`src/rtl/apc_synth_defines.svh`:
```
/*
  Register offsets, field positions and reset values of the synthesizer control block.
  Assumes inclusion by bare name from the design files.
*/
`ifndef APC_SYNTH_DEFINES_SVH
`define APC_SYNTH_DEFINES_SVH

// ----------------------------------------------------------------
// register offsets
// ----------------------------------------------------------------
`define APC_OFS_SOFT_RST   8'h00
`define APC_OFS_CLK_SRC    8'h53
`define APC_OFS_REF_LO     8'h54
`define APC_OFS_REF_HI     8'h55
`define APC_OFS_FB_LO      8'h56
`define APC_OFS_FB_HI      8'h57
`define APC_OFS_PUMP       8'h58
`define APC_OFS_SYNTH_EN   8'h59
`define APC_OFS_RES        8'h5a
`define APC_OFS_CAP3       8'h5b
`define APC_OFS_CAP1       8'h5c
`define APC_OFS_CAP2       8'h5d
`define APC_OFS_OUT_EN     8'h5f
`define APC_OFS_CAL_TRIG   8'h6b
`define APC_OFS_GATE_DLY   8'h6d
`define APC_OFS_STATUS     8'hd1
`define APC_OFS_IRQ_STAT   8'he0
`define APC_OFS_IRQ_EN     8'he1
`define APC_OFS_IRQ_CLR    8'he2

// ----------------------------------------------------------------
// field positions
// ----------------------------------------------------------------
`define APC_OUTDIV_LSB     2
`define APC_EN_SYNTH_BIT   0
`define APC_EN_REFDIV_BIT  1
`define APC_EN_OUT_BIT     0
`define APC_EN_BIAS_BIT    1
`define APC_GATE_BIT       3
`define APC_ST_CAL_OK      0
`define APC_ST_LOW_DRIFT   1
`define APC_ST_HIGH_DRIFT  2
`define APC_ST_CAL_BUSY    3
`define APC_ST_STALE       4

// ----------------------------------------------------------------
// reset values
// ----------------------------------------------------------------
`define APC_RST_REF_RATIO  10'h00a
`define APC_RST_FB_RATIO   12'h078
`define APC_RST_OUT_DIV    4'h6
`define APC_RST_PUMP       4'h4
`define APC_RST_RES        5'h1f
`define APC_RST_CAP3       5'h02
`define APC_RST_CAP1       5'h01
`define APC_RST_CAP2       5'h01

`endif

```
`src/rtl/apc_pkg.sv`:
```
/*
  Types of the synthesizer control block: calibration states and signal bundles.
  Assumes nothing beyond a SystemVerilog compiler.
*/
package apc_pkg;

  typedef enum logic [1:0] {
    CAL_IDLE,
    CAL_START,
    CAL_WAIT
  } apc_cal_e;

  // settings driven into the analog synthesizer
  typedef struct packed {
    logic [9:0]  ref_divide_ratio;
    logic [11:0] feedback_ratio;
    logic [3:0]  output_divide_ratio;
    logic [3:0]  pump_current_setting;
    logic [4:0]  filter_resistor_select;
    logic [4:0]  filter_cap_one_select;
    logic [4:0]  filter_cap_two_select;
    logic [4:0]  filter_cap_three_select;
    logic        synth_enable;
    logic        ref_divider_enable;
    logic        synth_out_enable;
    logic        synth_bias_enable;
  } apc_synth_cfg_s;

  // raw status pins from the analog synthesizer
  typedef struct packed {
    logic osc_high_drift;
    logic osc_low_drift;
    logic calib_done;
  } apc_analog_s;

endpackage : apc_pkg

```
`src/rtl/apc_synth_ctrl.sv`:
```
/*
  Control and status logic of the integer-N sample clock synthesizer: divider,
  pump and filter settings, enables, clock source and gating, calibration
  sequencing, drift status and interrupt.
  Assumes a plain register port on clk and asynchronous analog status pins.
*/
// The plain strobed port was decided locally.
// How it works
// RULE1 - a one in the clock source bit selects the synthesizer as the sample clock origin.
// RULE2 - the reference ratio is a ten-bit field whose legal values run from 1 to 1023.
// RULE3 - the feedback ratio is a twelve-bit field whose legal values run from 1 to 4095.
// RULE4 - software picks the two ratios so the oscillator lands in its tuning range.
// RULE5 - a four-bit output ratio divides the oscillator down to the sample clock.
// RULE6 - software keeps the reference and divided reference within their limits.
// RULE7 - a four-bit setting sets the charge pump bias current in equal steps.
// RULE8 - one five-bit resistor select and three five-bit capacitor selects shape the filter.
// RULE9 - software recalibrates after changing the input clock or divider registers.
// RULE10 - toggling the trigger bit or leaving soft reset starts a calibration.
// RULE11 - the calibration result is readable as a bit of the status register.
// RULE12 - low and high drift flags are separate readable bits of the status register.
// RULE13 - four enables gate the circuit, reference divider, output and bias.
// RULE14 - the synthesizer clock reaches the converter only while the gate bit is one.
// RULE15 - a three-bit field selects the delay of the output data clock.
// RULE16 - the calibration bit is low while a calibration runs and high once it ends.
// RULE17 - the drift bits follow the oscillator state with no host action.

`include "apc_synth_defines.svh"

module apc_synth_ctrl
  import apc_pkg::*;
(
  input  wire logic           clk,
  input  wire logic           reset_n,
  input  wire logic [7:0]     reg_addr,
  input  wire logic [7:0]     reg_wdata,
  input  wire logic           reg_wr,
  input  wire logic           reg_rd,
  output logic      [7:0]     reg_rdata,
  input  wire apc_analog_s    analog_status,
  output apc_synth_cfg_s      synth_cfg,
  output logic                sample_clk_from_synth,
  output logic                adc_clk_gate,
  output logic      [2:0]     out_clock_delay_select,
  output logic                soft_reset_active,
  output logic                calib_start,
  output logic                irq
);

  // ----------------------------------------------------------------
  // helpers
  // ----------------------------------------------------------------
  // zero is not a legal ratio; the analog divider sees one instead
  function automatic logic [11:0] apc_nonzero(input logic [11:0] v);
    apc_nonzero = (v == 12'h000) ? 12'h001 : v;
  endfunction : apc_nonzero

  function automatic logic apc_hit(input logic [7:0] a, input logic [7:0] ofs);
    apc_hit = (a == ofs);
  endfunction : apc_hit

  // ----------------------------------------------------------------
  // declarations
  // ----------------------------------------------------------------
  logic        soft_reset_r;
  logic        clk_src_r;
  logic [9:0]  ref_ratio_r;
  logic [3:0]  out_div_r;
  logic [11:0] fb_ratio_r;
  logic [3:0]  pump_r;
  logic        synth_en_r;
  logic        refdiv_en_r;
  logic        out_en_r;
  logic        bias_en_r;
  logic [4:0]  res_r;
  logic [4:0]  cap1_r;
  logic [4:0]  cap2_r;
  logic [4:0]  cap3_r;
  logic        trig_r;
  logic [2:0]  dly_r;
  logic        gate_r;
  logic [2:0]  irq_en_r;
  logic [2:0]  irq_stat_r;
  logic [2:0]  irq_clr;
  logic [2:0]  evt;
  logic [2:0]  sync1_r;
  logic [2:0]  sync2_r;
  logic [2:0]  prev_r;
  logic        done_rise;
  logic        low_rise;
  logic        high_rise;
  logic        trig_toggle;
  logic        srst_exit;
  logic        cal_req;
  logic        cal_done_evt;
  logic        cal_ok_r;
  logic        stale_r;
  logic        div_write;
  apc_cal_e    cal_st_r;
  apc_cal_e    cal_st_nxt;
  logic [7:0]  rd_nxt;
  logic [7:0]  rdata_r;
  logic [11:0] ref_nz;

  // ----------------------------------------------------------------
  // analog status synchroniser
  // ----------------------------------------------------------------
  always_ff @(posedge clk or negedge reset_n) begin
    if (!reset_n) begin
      sync1_r <= 3'h0;
      sync2_r <= 3'h0;
      prev_r  <= 3'h0;
    end else begin
      sync1_r <= analog_status;
      sync2_r <= sync1_r;
      prev_r  <= sync2_r;
    end
  end

  assign done_rise = sync2_r[0] & ~prev_r[0];
  assign low_rise  = sync2_r[1] & ~prev_r[1];
  assign high_rise = sync2_r[2] & ~prev_r[2];

  // ----------------------------------------------------------------
  // configuration registers
  // ----------------------------------------------------------------
  // divider bytes land at once; no shadow, so a half-written ratio is live
  always_ff @(posedge clk or negedge reset_n) begin
    if (!reset_n) begin
      ref_ratio_r <= `APC_RST_REF_RATIO;
      out_div_r   <= `APC_RST_OUT_DIV;
      fb_ratio_r  <= `APC_RST_FB_RATIO;
    end else if (reg_wr) begin
      if (apc_hit(reg_addr, `APC_OFS_REF_LO)) begin
        ref_ratio_r[7:0] <= reg_wdata; // RULE2
      end
      if (apc_hit(reg_addr, `APC_OFS_REF_HI)) begin
        ref_ratio_r[9:8] <= reg_wdata[1:0]; // RULE2
        out_div_r <= reg_wdata[`APC_OUTDIV_LSB +: 4]; // RULE5
      end
      if (apc_hit(reg_addr, `APC_OFS_FB_LO)) begin
        fb_ratio_r[7:0] <= reg_wdata; // RULE3
      end
      if (apc_hit(reg_addr, `APC_OFS_FB_HI)) begin
        fb_ratio_r[11:8] <= reg_wdata[3:0]; // RULE3
      end
    end
  end

  // charge pump and loop filter
  always_ff @(posedge clk or negedge reset_n) begin
    if (!reset_n) begin
      pump_r <= `APC_RST_PUMP;
      res_r  <= `APC_RST_RES;
      cap1_r <= `APC_RST_CAP1;
      cap2_r <= `APC_RST_CAP2;
      cap3_r <= `APC_RST_CAP3;
    end else if (reg_wr) begin
      if (apc_hit(reg_addr, `APC_OFS_PUMP)) begin
        pump_r <= reg_wdata[3:0]; // RULE7
      end
      if (apc_hit(reg_addr, `APC_OFS_RES)) begin
        res_r <= reg_wdata[4:0]; // RULE8
      end
      if (apc_hit(reg_addr, `APC_OFS_CAP3)) begin
        cap3_r <= reg_wdata[4:0]; // RULE8
      end
      if (apc_hit(reg_addr, `APC_OFS_CAP1)) begin
        cap1_r <= reg_wdata[4:0]; // RULE8
      end
      if (apc_hit(reg_addr, `APC_OFS_CAP2)) begin
        cap2_r <= reg_wdata[4:0]; // RULE8
      end
    end
  end

  // enables, clock source, gate, trigger and interrupt enable
  always_ff @(posedge clk or negedge reset_n) begin
    if (!reset_n) begin
      soft_reset_r <= 1'b0;
      clk_src_r    <= 1'b0;
      synth_en_r   <= 1'b0;
      refdiv_en_r  <= 1'b0;
      out_en_r     <= 1'b0;
      bias_en_r    <= 1'b0;
      trig_r       <= 1'b0;
      dly_r        <= 3'h0;
      gate_r       <= 1'b0;
      irq_en_r     <= 3'h0;
    end else if (reg_wr) begin
      if (apc_hit(reg_addr, `APC_OFS_SOFT_RST)) begin
        soft_reset_r <= reg_wdata[0];
      end
      if (apc_hit(reg_addr, `APC_OFS_CLK_SRC)) begin
        clk_src_r <= reg_wdata[0]; // RULE1
      end
      if (apc_hit(reg_addr, `APC_OFS_SYNTH_EN)) begin
        synth_en_r  <= reg_wdata[`APC_EN_SYNTH_BIT]; // RULE13
        refdiv_en_r <= reg_wdata[`APC_EN_REFDIV_BIT]; // RULE13
      end
      if (apc_hit(reg_addr, `APC_OFS_OUT_EN)) begin
        out_en_r  <= reg_wdata[`APC_EN_OUT_BIT]; // RULE13
        bias_en_r <= reg_wdata[`APC_EN_BIAS_BIT]; // RULE13
      end
      if (apc_hit(reg_addr, `APC_OFS_CAL_TRIG)) begin
        trig_r <= reg_wdata[0];
      end
      if (apc_hit(reg_addr, `APC_OFS_GATE_DLY)) begin
        dly_r  <= reg_wdata[2:0]; // RULE15
        gate_r <= reg_wdata[`APC_GATE_BIT]; // RULE14
      end
      if (apc_hit(reg_addr, `APC_OFS_IRQ_EN)) begin
        irq_en_r <= reg_wdata[2:0];
      end
    end
  end

  // ----------------------------------------------------------------
  // calibration requests
  // ----------------------------------------------------------------
  // a toggle is any write that flips the stored bit, either way
  assign trig_toggle = reg_wr && apc_hit(reg_addr, `APC_OFS_CAL_TRIG)
                       && (reg_wdata[0] != trig_r); // RULE10
  assign srst_exit   = reg_wr && apc_hit(reg_addr, `APC_OFS_SOFT_RST)
                       && soft_reset_r && !reg_wdata[0]; // RULE10
  assign cal_req     = trig_toggle | srst_exit;
  assign div_write   = reg_wr && (reg_addr >= `APC_OFS_REF_LO)
                       && (reg_addr <= `APC_OFS_FB_HI);

  // ----------------------------------------------------------------
  // calibration sequencer
  // ----------------------------------------------------------------
  // a new request while waiting restarts the run rather than being lost
  always_comb begin
    cal_st_nxt = cal_st_r;
    case (cal_st_r)
      CAL_IDLE: begin
        if (cal_req) begin
          cal_st_nxt = CAL_START;
        end
      end
      CAL_START: begin
        cal_st_nxt = CAL_WAIT;
      end
      CAL_WAIT: begin
        if (cal_req) begin
          cal_st_nxt = CAL_START;
        end else if (done_rise) begin
          cal_st_nxt = CAL_IDLE;
        end
      end
      default: begin
        cal_st_nxt = CAL_IDLE;
      end
    endcase
  end

  always_ff @(posedge clk or negedge reset_n) begin
    if (!reset_n) begin
      cal_st_r <= CAL_IDLE;
    end else begin
      cal_st_r <= cal_st_nxt; // RULE10
    end
  end

  assign cal_done_evt = (cal_st_r == CAL_WAIT) && done_rise && !cal_req;

  always_ff @(posedge clk or negedge reset_n) begin
    if (!reset_n) begin
      cal_ok_r <= 1'b0;
    end else if (cal_st_r == CAL_START) begin
      cal_ok_r <= 1'b0; // RULE16
    end else if (cal_done_evt) begin
      cal_ok_r <= 1'b1; // RULE16
    end
  end

  // marks divider register writes since the last calibration start
  always_ff @(posedge clk or negedge reset_n) begin
    if (!reset_n) begin
      stale_r <= 1'b0;
    end else if (div_write) begin
      stale_r <= 1'b1; // RULE9
    end else if (cal_st_r == CAL_START) begin
      stale_r <= 1'b0;
    end
  end

  // ----------------------------------------------------------------
  // interrupt
  // ----------------------------------------------------------------
  assign evt     = {high_rise, low_rise, cal_done_evt};
  assign irq_clr = (reg_wr && apc_hit(reg_addr, `APC_OFS_IRQ_CLR)) ? reg_wdata[2:0] : 3'h0;

  // set beats clear so an event in the clearing cycle survives
  always_ff @(posedge clk or negedge reset_n) begin
    if (!reset_n) begin
      irq_stat_r <= 3'h0;
    end else begin
      irq_stat_r <= (irq_stat_r & ~irq_clr) | evt;
    end
  end

  assign irq = |(irq_stat_r & irq_en_r);

  // ----------------------------------------------------------------
  // register read
  // ----------------------------------------------------------------
  always_comb begin
    rd_nxt = 8'h00;
    case (reg_addr)
      `APC_OFS_SOFT_RST: rd_nxt = {7'h00, soft_reset_r};
      `APC_OFS_CLK_SRC:  rd_nxt = {7'h00, clk_src_r};
      `APC_OFS_REF_LO:   rd_nxt = ref_ratio_r[7:0];
      `APC_OFS_REF_HI:   rd_nxt = {2'h0, out_div_r, ref_ratio_r[9:8]};
      `APC_OFS_FB_LO:    rd_nxt = fb_ratio_r[7:0];
      `APC_OFS_FB_HI:    rd_nxt = {4'h0, fb_ratio_r[11:8]};
      `APC_OFS_PUMP:     rd_nxt = {4'h0, pump_r};
      `APC_OFS_SYNTH_EN: rd_nxt = {6'h00, refdiv_en_r, synth_en_r};
      `APC_OFS_RES:      rd_nxt = {3'h0, res_r};
      `APC_OFS_CAP3:     rd_nxt = {3'h0, cap3_r};
      `APC_OFS_CAP1:     rd_nxt = {3'h0, cap1_r};
      `APC_OFS_CAP2:     rd_nxt = {3'h0, cap2_r};
      `APC_OFS_OUT_EN:   rd_nxt = {6'h00, bias_en_r, out_en_r};
      `APC_OFS_CAL_TRIG: rd_nxt = {7'h00, trig_r};
      `APC_OFS_GATE_DLY: rd_nxt = {4'h0, gate_r, dly_r};
      `APC_OFS_STATUS: begin
        rd_nxt[`APC_ST_CAL_OK]     = cal_ok_r; // RULE11
        rd_nxt[`APC_ST_LOW_DRIFT]  = sync2_r[1]; // RULE12
        rd_nxt[`APC_ST_HIGH_DRIFT] = sync2_r[2]; // RULE17
        rd_nxt[`APC_ST_CAL_BUSY]   = (cal_st_r != CAL_IDLE);
        rd_nxt[`APC_ST_STALE]      = stale_r;
      end
      `APC_OFS_IRQ_STAT: rd_nxt = {5'h00, irq_stat_r};
      `APC_OFS_IRQ_EN:   rd_nxt = {5'h00, irq_en_r};
      default:           rd_nxt = 8'h00;
    endcase
  end

  // data stand only in the cycle after the strobe
  always_ff @(posedge clk or negedge reset_n) begin
    if (!reset_n) begin
      rdata_r <= 8'h00;
    end else begin
      rdata_r <= reg_rd ? rd_nxt : 8'h00;
    end
  end

  assign reg_rdata = rdata_r;

  // ----------------------------------------------------------------
  // outputs to the analog synthesizer and clock tree
  // ----------------------------------------------------------------
  assign ref_nz = apc_nonzero({2'h0, ref_ratio_r}); // RULE2

  always_comb begin
    synth_cfg.ref_divide_ratio        = ref_nz[9:0]; // RULE2
    synth_cfg.feedback_ratio          = apc_nonzero(fb_ratio_r); // RULE3
    synth_cfg.output_divide_ratio     = out_div_r; // RULE5
    synth_cfg.pump_current_setting    = pump_r; // RULE7
    synth_cfg.filter_resistor_select  = res_r; // RULE8
    synth_cfg.filter_cap_one_select   = cap1_r;
    synth_cfg.filter_cap_two_select   = cap2_r;
    synth_cfg.filter_cap_three_select = cap3_r;
    synth_cfg.synth_enable            = synth_en_r; // RULE13
    synth_cfg.ref_divider_enable      = refdiv_en_r;
    synth_cfg.synth_out_enable        = out_en_r;
    synth_cfg.synth_bias_enable       = bias_en_r;
  end

  assign sample_clk_from_synth  = clk_src_r; // RULE1
  // clock itself is gated in the analog tree; only the enable lives here
  assign adc_clk_gate           = gate_r; // RULE14
  assign out_clock_delay_select = dly_r; // RULE15
  assign soft_reset_active      = soft_reset_r;
  assign calib_start            = (cal_st_r == CAL_START); // RULE10

endmodule : apc_synth_ctrl

```
`config.mk`:
```
export PLATFORM = sky130hd
export DESIGN_NAME = apc_synth_ctrl
export DESIGN_NICKNAME = d
export VERILOG_FILES = /design/src/rtl/apc_pkg.sv /design/src/rtl/apc_synth_ctrl.sv
export VERILOG_INCLUDE_DIRS = /design/src /design/src/rtl
export SDC_FILE = /design/constraint.sdc
export NUM_CORES = 1
export LEC_CHECK = 0
export BUFFER_PORTS_ARGS = -buffer_cell sky130_fd_sc_hd__buf_2
export CAP_MARGIN = 30
export CORE_ASPECT_RATIO = 2
export CORE_MARGIN = 8
export CORE_UTILIZATION = 59
export DETAILED_ROUTE_END_ITERATION = 10
export GPL_TIMING_DRIVEN = 0
export PLACE_DENSITY = 0.85
export SYNTH_ARGS = -nofsm -noshare
export SYNTH_HDL_FRONTEND = slang
export SYNTH_SLANG_ARGS = --single-unit
```
`constraint.sdc`:
```
create_clock -name clk -period 4.3 [get_ports clk]
set_clock_uncertainty 0.2 [all_clocks]
set_input_delay 0.645 -clock clk [delete_from_list [all_inputs] [get_ports clk]]
set_output_delay 0.645 -clock clk [all_outputs]
set_load 0.05 [all_outputs]
```
==> impl_metrics.env <==
export IMPL_design_area_sq_mm=0.00519
export IMPL_cell_internal_pwr_mw=1.37
export IMPL_drc=0
export IMPL_synth_fp_nets=398
export IMPL_drt_wl_total_mm=13.2
export IMPL_worstMarginPinSlew_ps=677
export IMPL_p_comb_share_pct=16.5
export IMPL_cts_resized=0
export IMPL_dp_slack_ps=1640
export IMPL_power_switching_mw=0.577
export IMPL_crit_family="simple AND/OR/NAND/NOR gates"
export IMPL_antennaDiodeCount=0
export IMPL_synth_largest_area_cell="dfrtp_1"
export IMPL_final_cells=573
export IMPL_dr_pass1_iters=6
export IMPL_cp_start_kind="flop"
export IMPL_synth_cell_area_sq_mm=0.00433
export IMPL_crit_path_end_kind="primary output"
export IMPL_slowest_delay_ps=540
export IMPL_status="finished, final reports clean"
export IMPL_period_minus_slack_ps=2620
export IMPL_fin_nets=499
export IMPL_antenna_found_initial=0
export IMPL_drv_cap=0
export IMPL_rows=44
export IMPL_grt_overflow_total=0
export IMPL_drt_iter0_drc=240
export IMPL_crit_chain="nor4_1 -> a31o_2 -> buf_2"
export IMPL_clock_latency_ps=340
export IMPL_portBuffers=89
export IMPL_hold_path_class="primary input to async pin"
export IMPL_crit_type="flop to primary output"
export IMPL_cts_inserted_buffers=9
export IMPL_power_density_mw_per_mm2=375
export IMPL_synth_seq_cells=88
export IMPL_crit_fanout=4
export IMPL_vias_per_cell=6.05
export IMPL_syn_inst=375
export IMPL_ys_seq_area_share_pct=51.4
export IMPL_path_buf_inv=1
export IMPL_clock_power_share_pct=37.1
export IMPL_rsz0062_at_grt="false"
export IMPL_hold_violations=0
export IMPL_placed_area_sq_mm=0.00492
export IMPL_post_drt_wl_per_cell_microns=23.1
export IMPL_start_util_pct=60.0
export IMPL_power_mw=1.95
export IMPL_synth_edf_count=0
export IMPL_die_h_microns=137
export IMPL_fin_tns_setup_ps=0
export IMPL_drive_gt1_share_pct=45.3
export IMPL_clk_pin_slew_ps=60
export IMPL_async_flop_share_pct=100
export IMPL_synth_warnings=0
export IMPL_final_common_cell="buf_2"
export IMPL_critPathRequiredTime_ps=3450
export IMPL_cts_tree="yes"
export IMPL_r2r_setup_slack_ps=2610
export IMPL_dp_hpwl_mm=10.2
export IMPL_grt_pass1_wl_mm=20.8
export IMPL_relSlewSlack_pct=54.4
export IMPL_p_leak_nw=2.53
export IMPL_grt_pass1_vias=3773
export IMPL_slowest_stage="nor4_1"
export IMPL_arrival_ps=1780
export IMPL_grt_max_degree=52
export IMPL_track_usage_pct=26.0
export IMPL_placedCellCount=557
export IMPL_setup_viol=0
export IMPL_syn2layout_area_growth_pct=20.0
export IMPL_seqPwrFrac_pct=46.4
export IMPL_antenna_left=0
export IMPL_holdWs_ps=68.6
export IMPL_synth_flop_cell="dfrtp_1"
export IMPL_postCtsHoldBufs=0
export IMPL_cts_buffer_depth=2
export IMPL_core_sq_mm=0.00721
export IMPL_route_vias_total=3465
export IMPL_cts_setup_buffers=0
export IMPL_layout_cells_most_common_list="buf_2, dfrtp_1, mux2_2"
export IMPL_synthTopCellsByArea="dfrtp_1, mux2_2, dfstp_2"
export IMPL_die_w_microns=76.6
export IMPL_swShare_pct=29.6
export IMPL_ir_drop_mv=0.279
export IMPL_htreeDepth=3
export IMPL_synthDistinctLibCells=55
export IMPL_syn_area_per_cell_sq_um=11.5
export IMPL_fmax_ghz=0.381
export IMPL_dieArea_sq_mm=0.0105
export IMPL_fin_util_pct=72.0
export IMPL_cts_sinks=88
export IMPL_n_fill_cell=536
export IMPL_fin_ws_ps=1680
export IMPL_cts_root_buf="clkbuf_16"
export IMPL_io_pins=93
export IMPL_yosysTopAreaCellShare_pct=41.1
export IMPL_period_share_pct=61.0
export IMPL_drv_slew=0
export IMPL_gp_congestion=0.955
## routing by layer
| layer | GRT usage (%) | vias up | routed length (microns) |
|---|---|---|---|
| li1 | - | 1549 | - |
| met1 | 25.7 | 1729 | 4700 |
| met2 | 46.6 | 134 | 7130 |
| met3 | 5.33 | 53 | 558 |
| met4 | 20.0 | 0 | 843 |
| met5 | 0 | - | 0 |
## final timing paths
path	start	to	cells after the start
max	fb_ratio_r[6]	synth_cfg[32]	3
min	reset_n	irq_stat_r[2]	1
max reg2reg	trig_r	cal_st_r[1]	5
min reg2reg	sync1_r[1]	sync2_r[1]	0
max in group asynchronous	reset_n	ref_ratio_r[1]	2
min in group clk	sync1_r[1]	sync2_r[1]	0
## synthesized netlist by cell type (all sizes together) (5+ instances only)
library cell / count
mux2: 67
nor2: 22
o21ai: 10
a22oi: 7
nand2: 24
clkbuf: 24
nor2b: 7
mux2i: 11
nand3: 13
buf: 18
dfrtp: 71
a22o: 5
inv: 7
a31oi: 5
a21oi: 7
dfstp: 17
nor4: 7
nor3: 8
## sequential cells by signal, summed over array words and instances, names as in the netlist, 4 cells and up
name	flops
cap3_r	5
ref_ratio_r	10
reg_rdata	8
fb_ratio_r	12
cap2_r	5
pump_r	4
res_r	5
cap1_r	5
out_div_r	4
## cell type report
cell class	instances	area [sq um]	share of cell area (%)
plain buffers	42	196	3.78
clock buffers	12	246	4.74
clock inverters	4	30.0	0.578
inverters	7	26.3	0.506
multi-input cells	238	1880	36.2
flip-flops and latches	88	2220	42.8
well taps	92	115	2.22
repair buffers	90	475	9.15
## power groups by stage
stage          Sequential (mW)  Combinational [mW]  Clock (mW)
2_1_floorplan            0.961               0.167           0
6_report                 0.904               0.321       0.722
3_5_place_dp             0.917               0.322           0
3_3_place_gp             0.915               0.313           0
5_1_grt                  0.908               0.340       0.758
4_1_cts                  0.903               0.323       0.728
## kinds of logic (layout without fill, tap and decap cells)
group / after synthesis / in the layout / share of synthesized area [%]
AOI/OAI and AO/OA: 53 / 53 / 8.82
buffers and inverters: 49 / 155 / 5.15
xor gates and xnor gates: 1 / 1 / 0.202
and+or+nand+nor: 105 / 105 / 14.0
DFF: 88 / 88 / 51.4
muxes: 79 / 79 / 20.5
No activity file was read; power rests on OpenSTA's default activity.
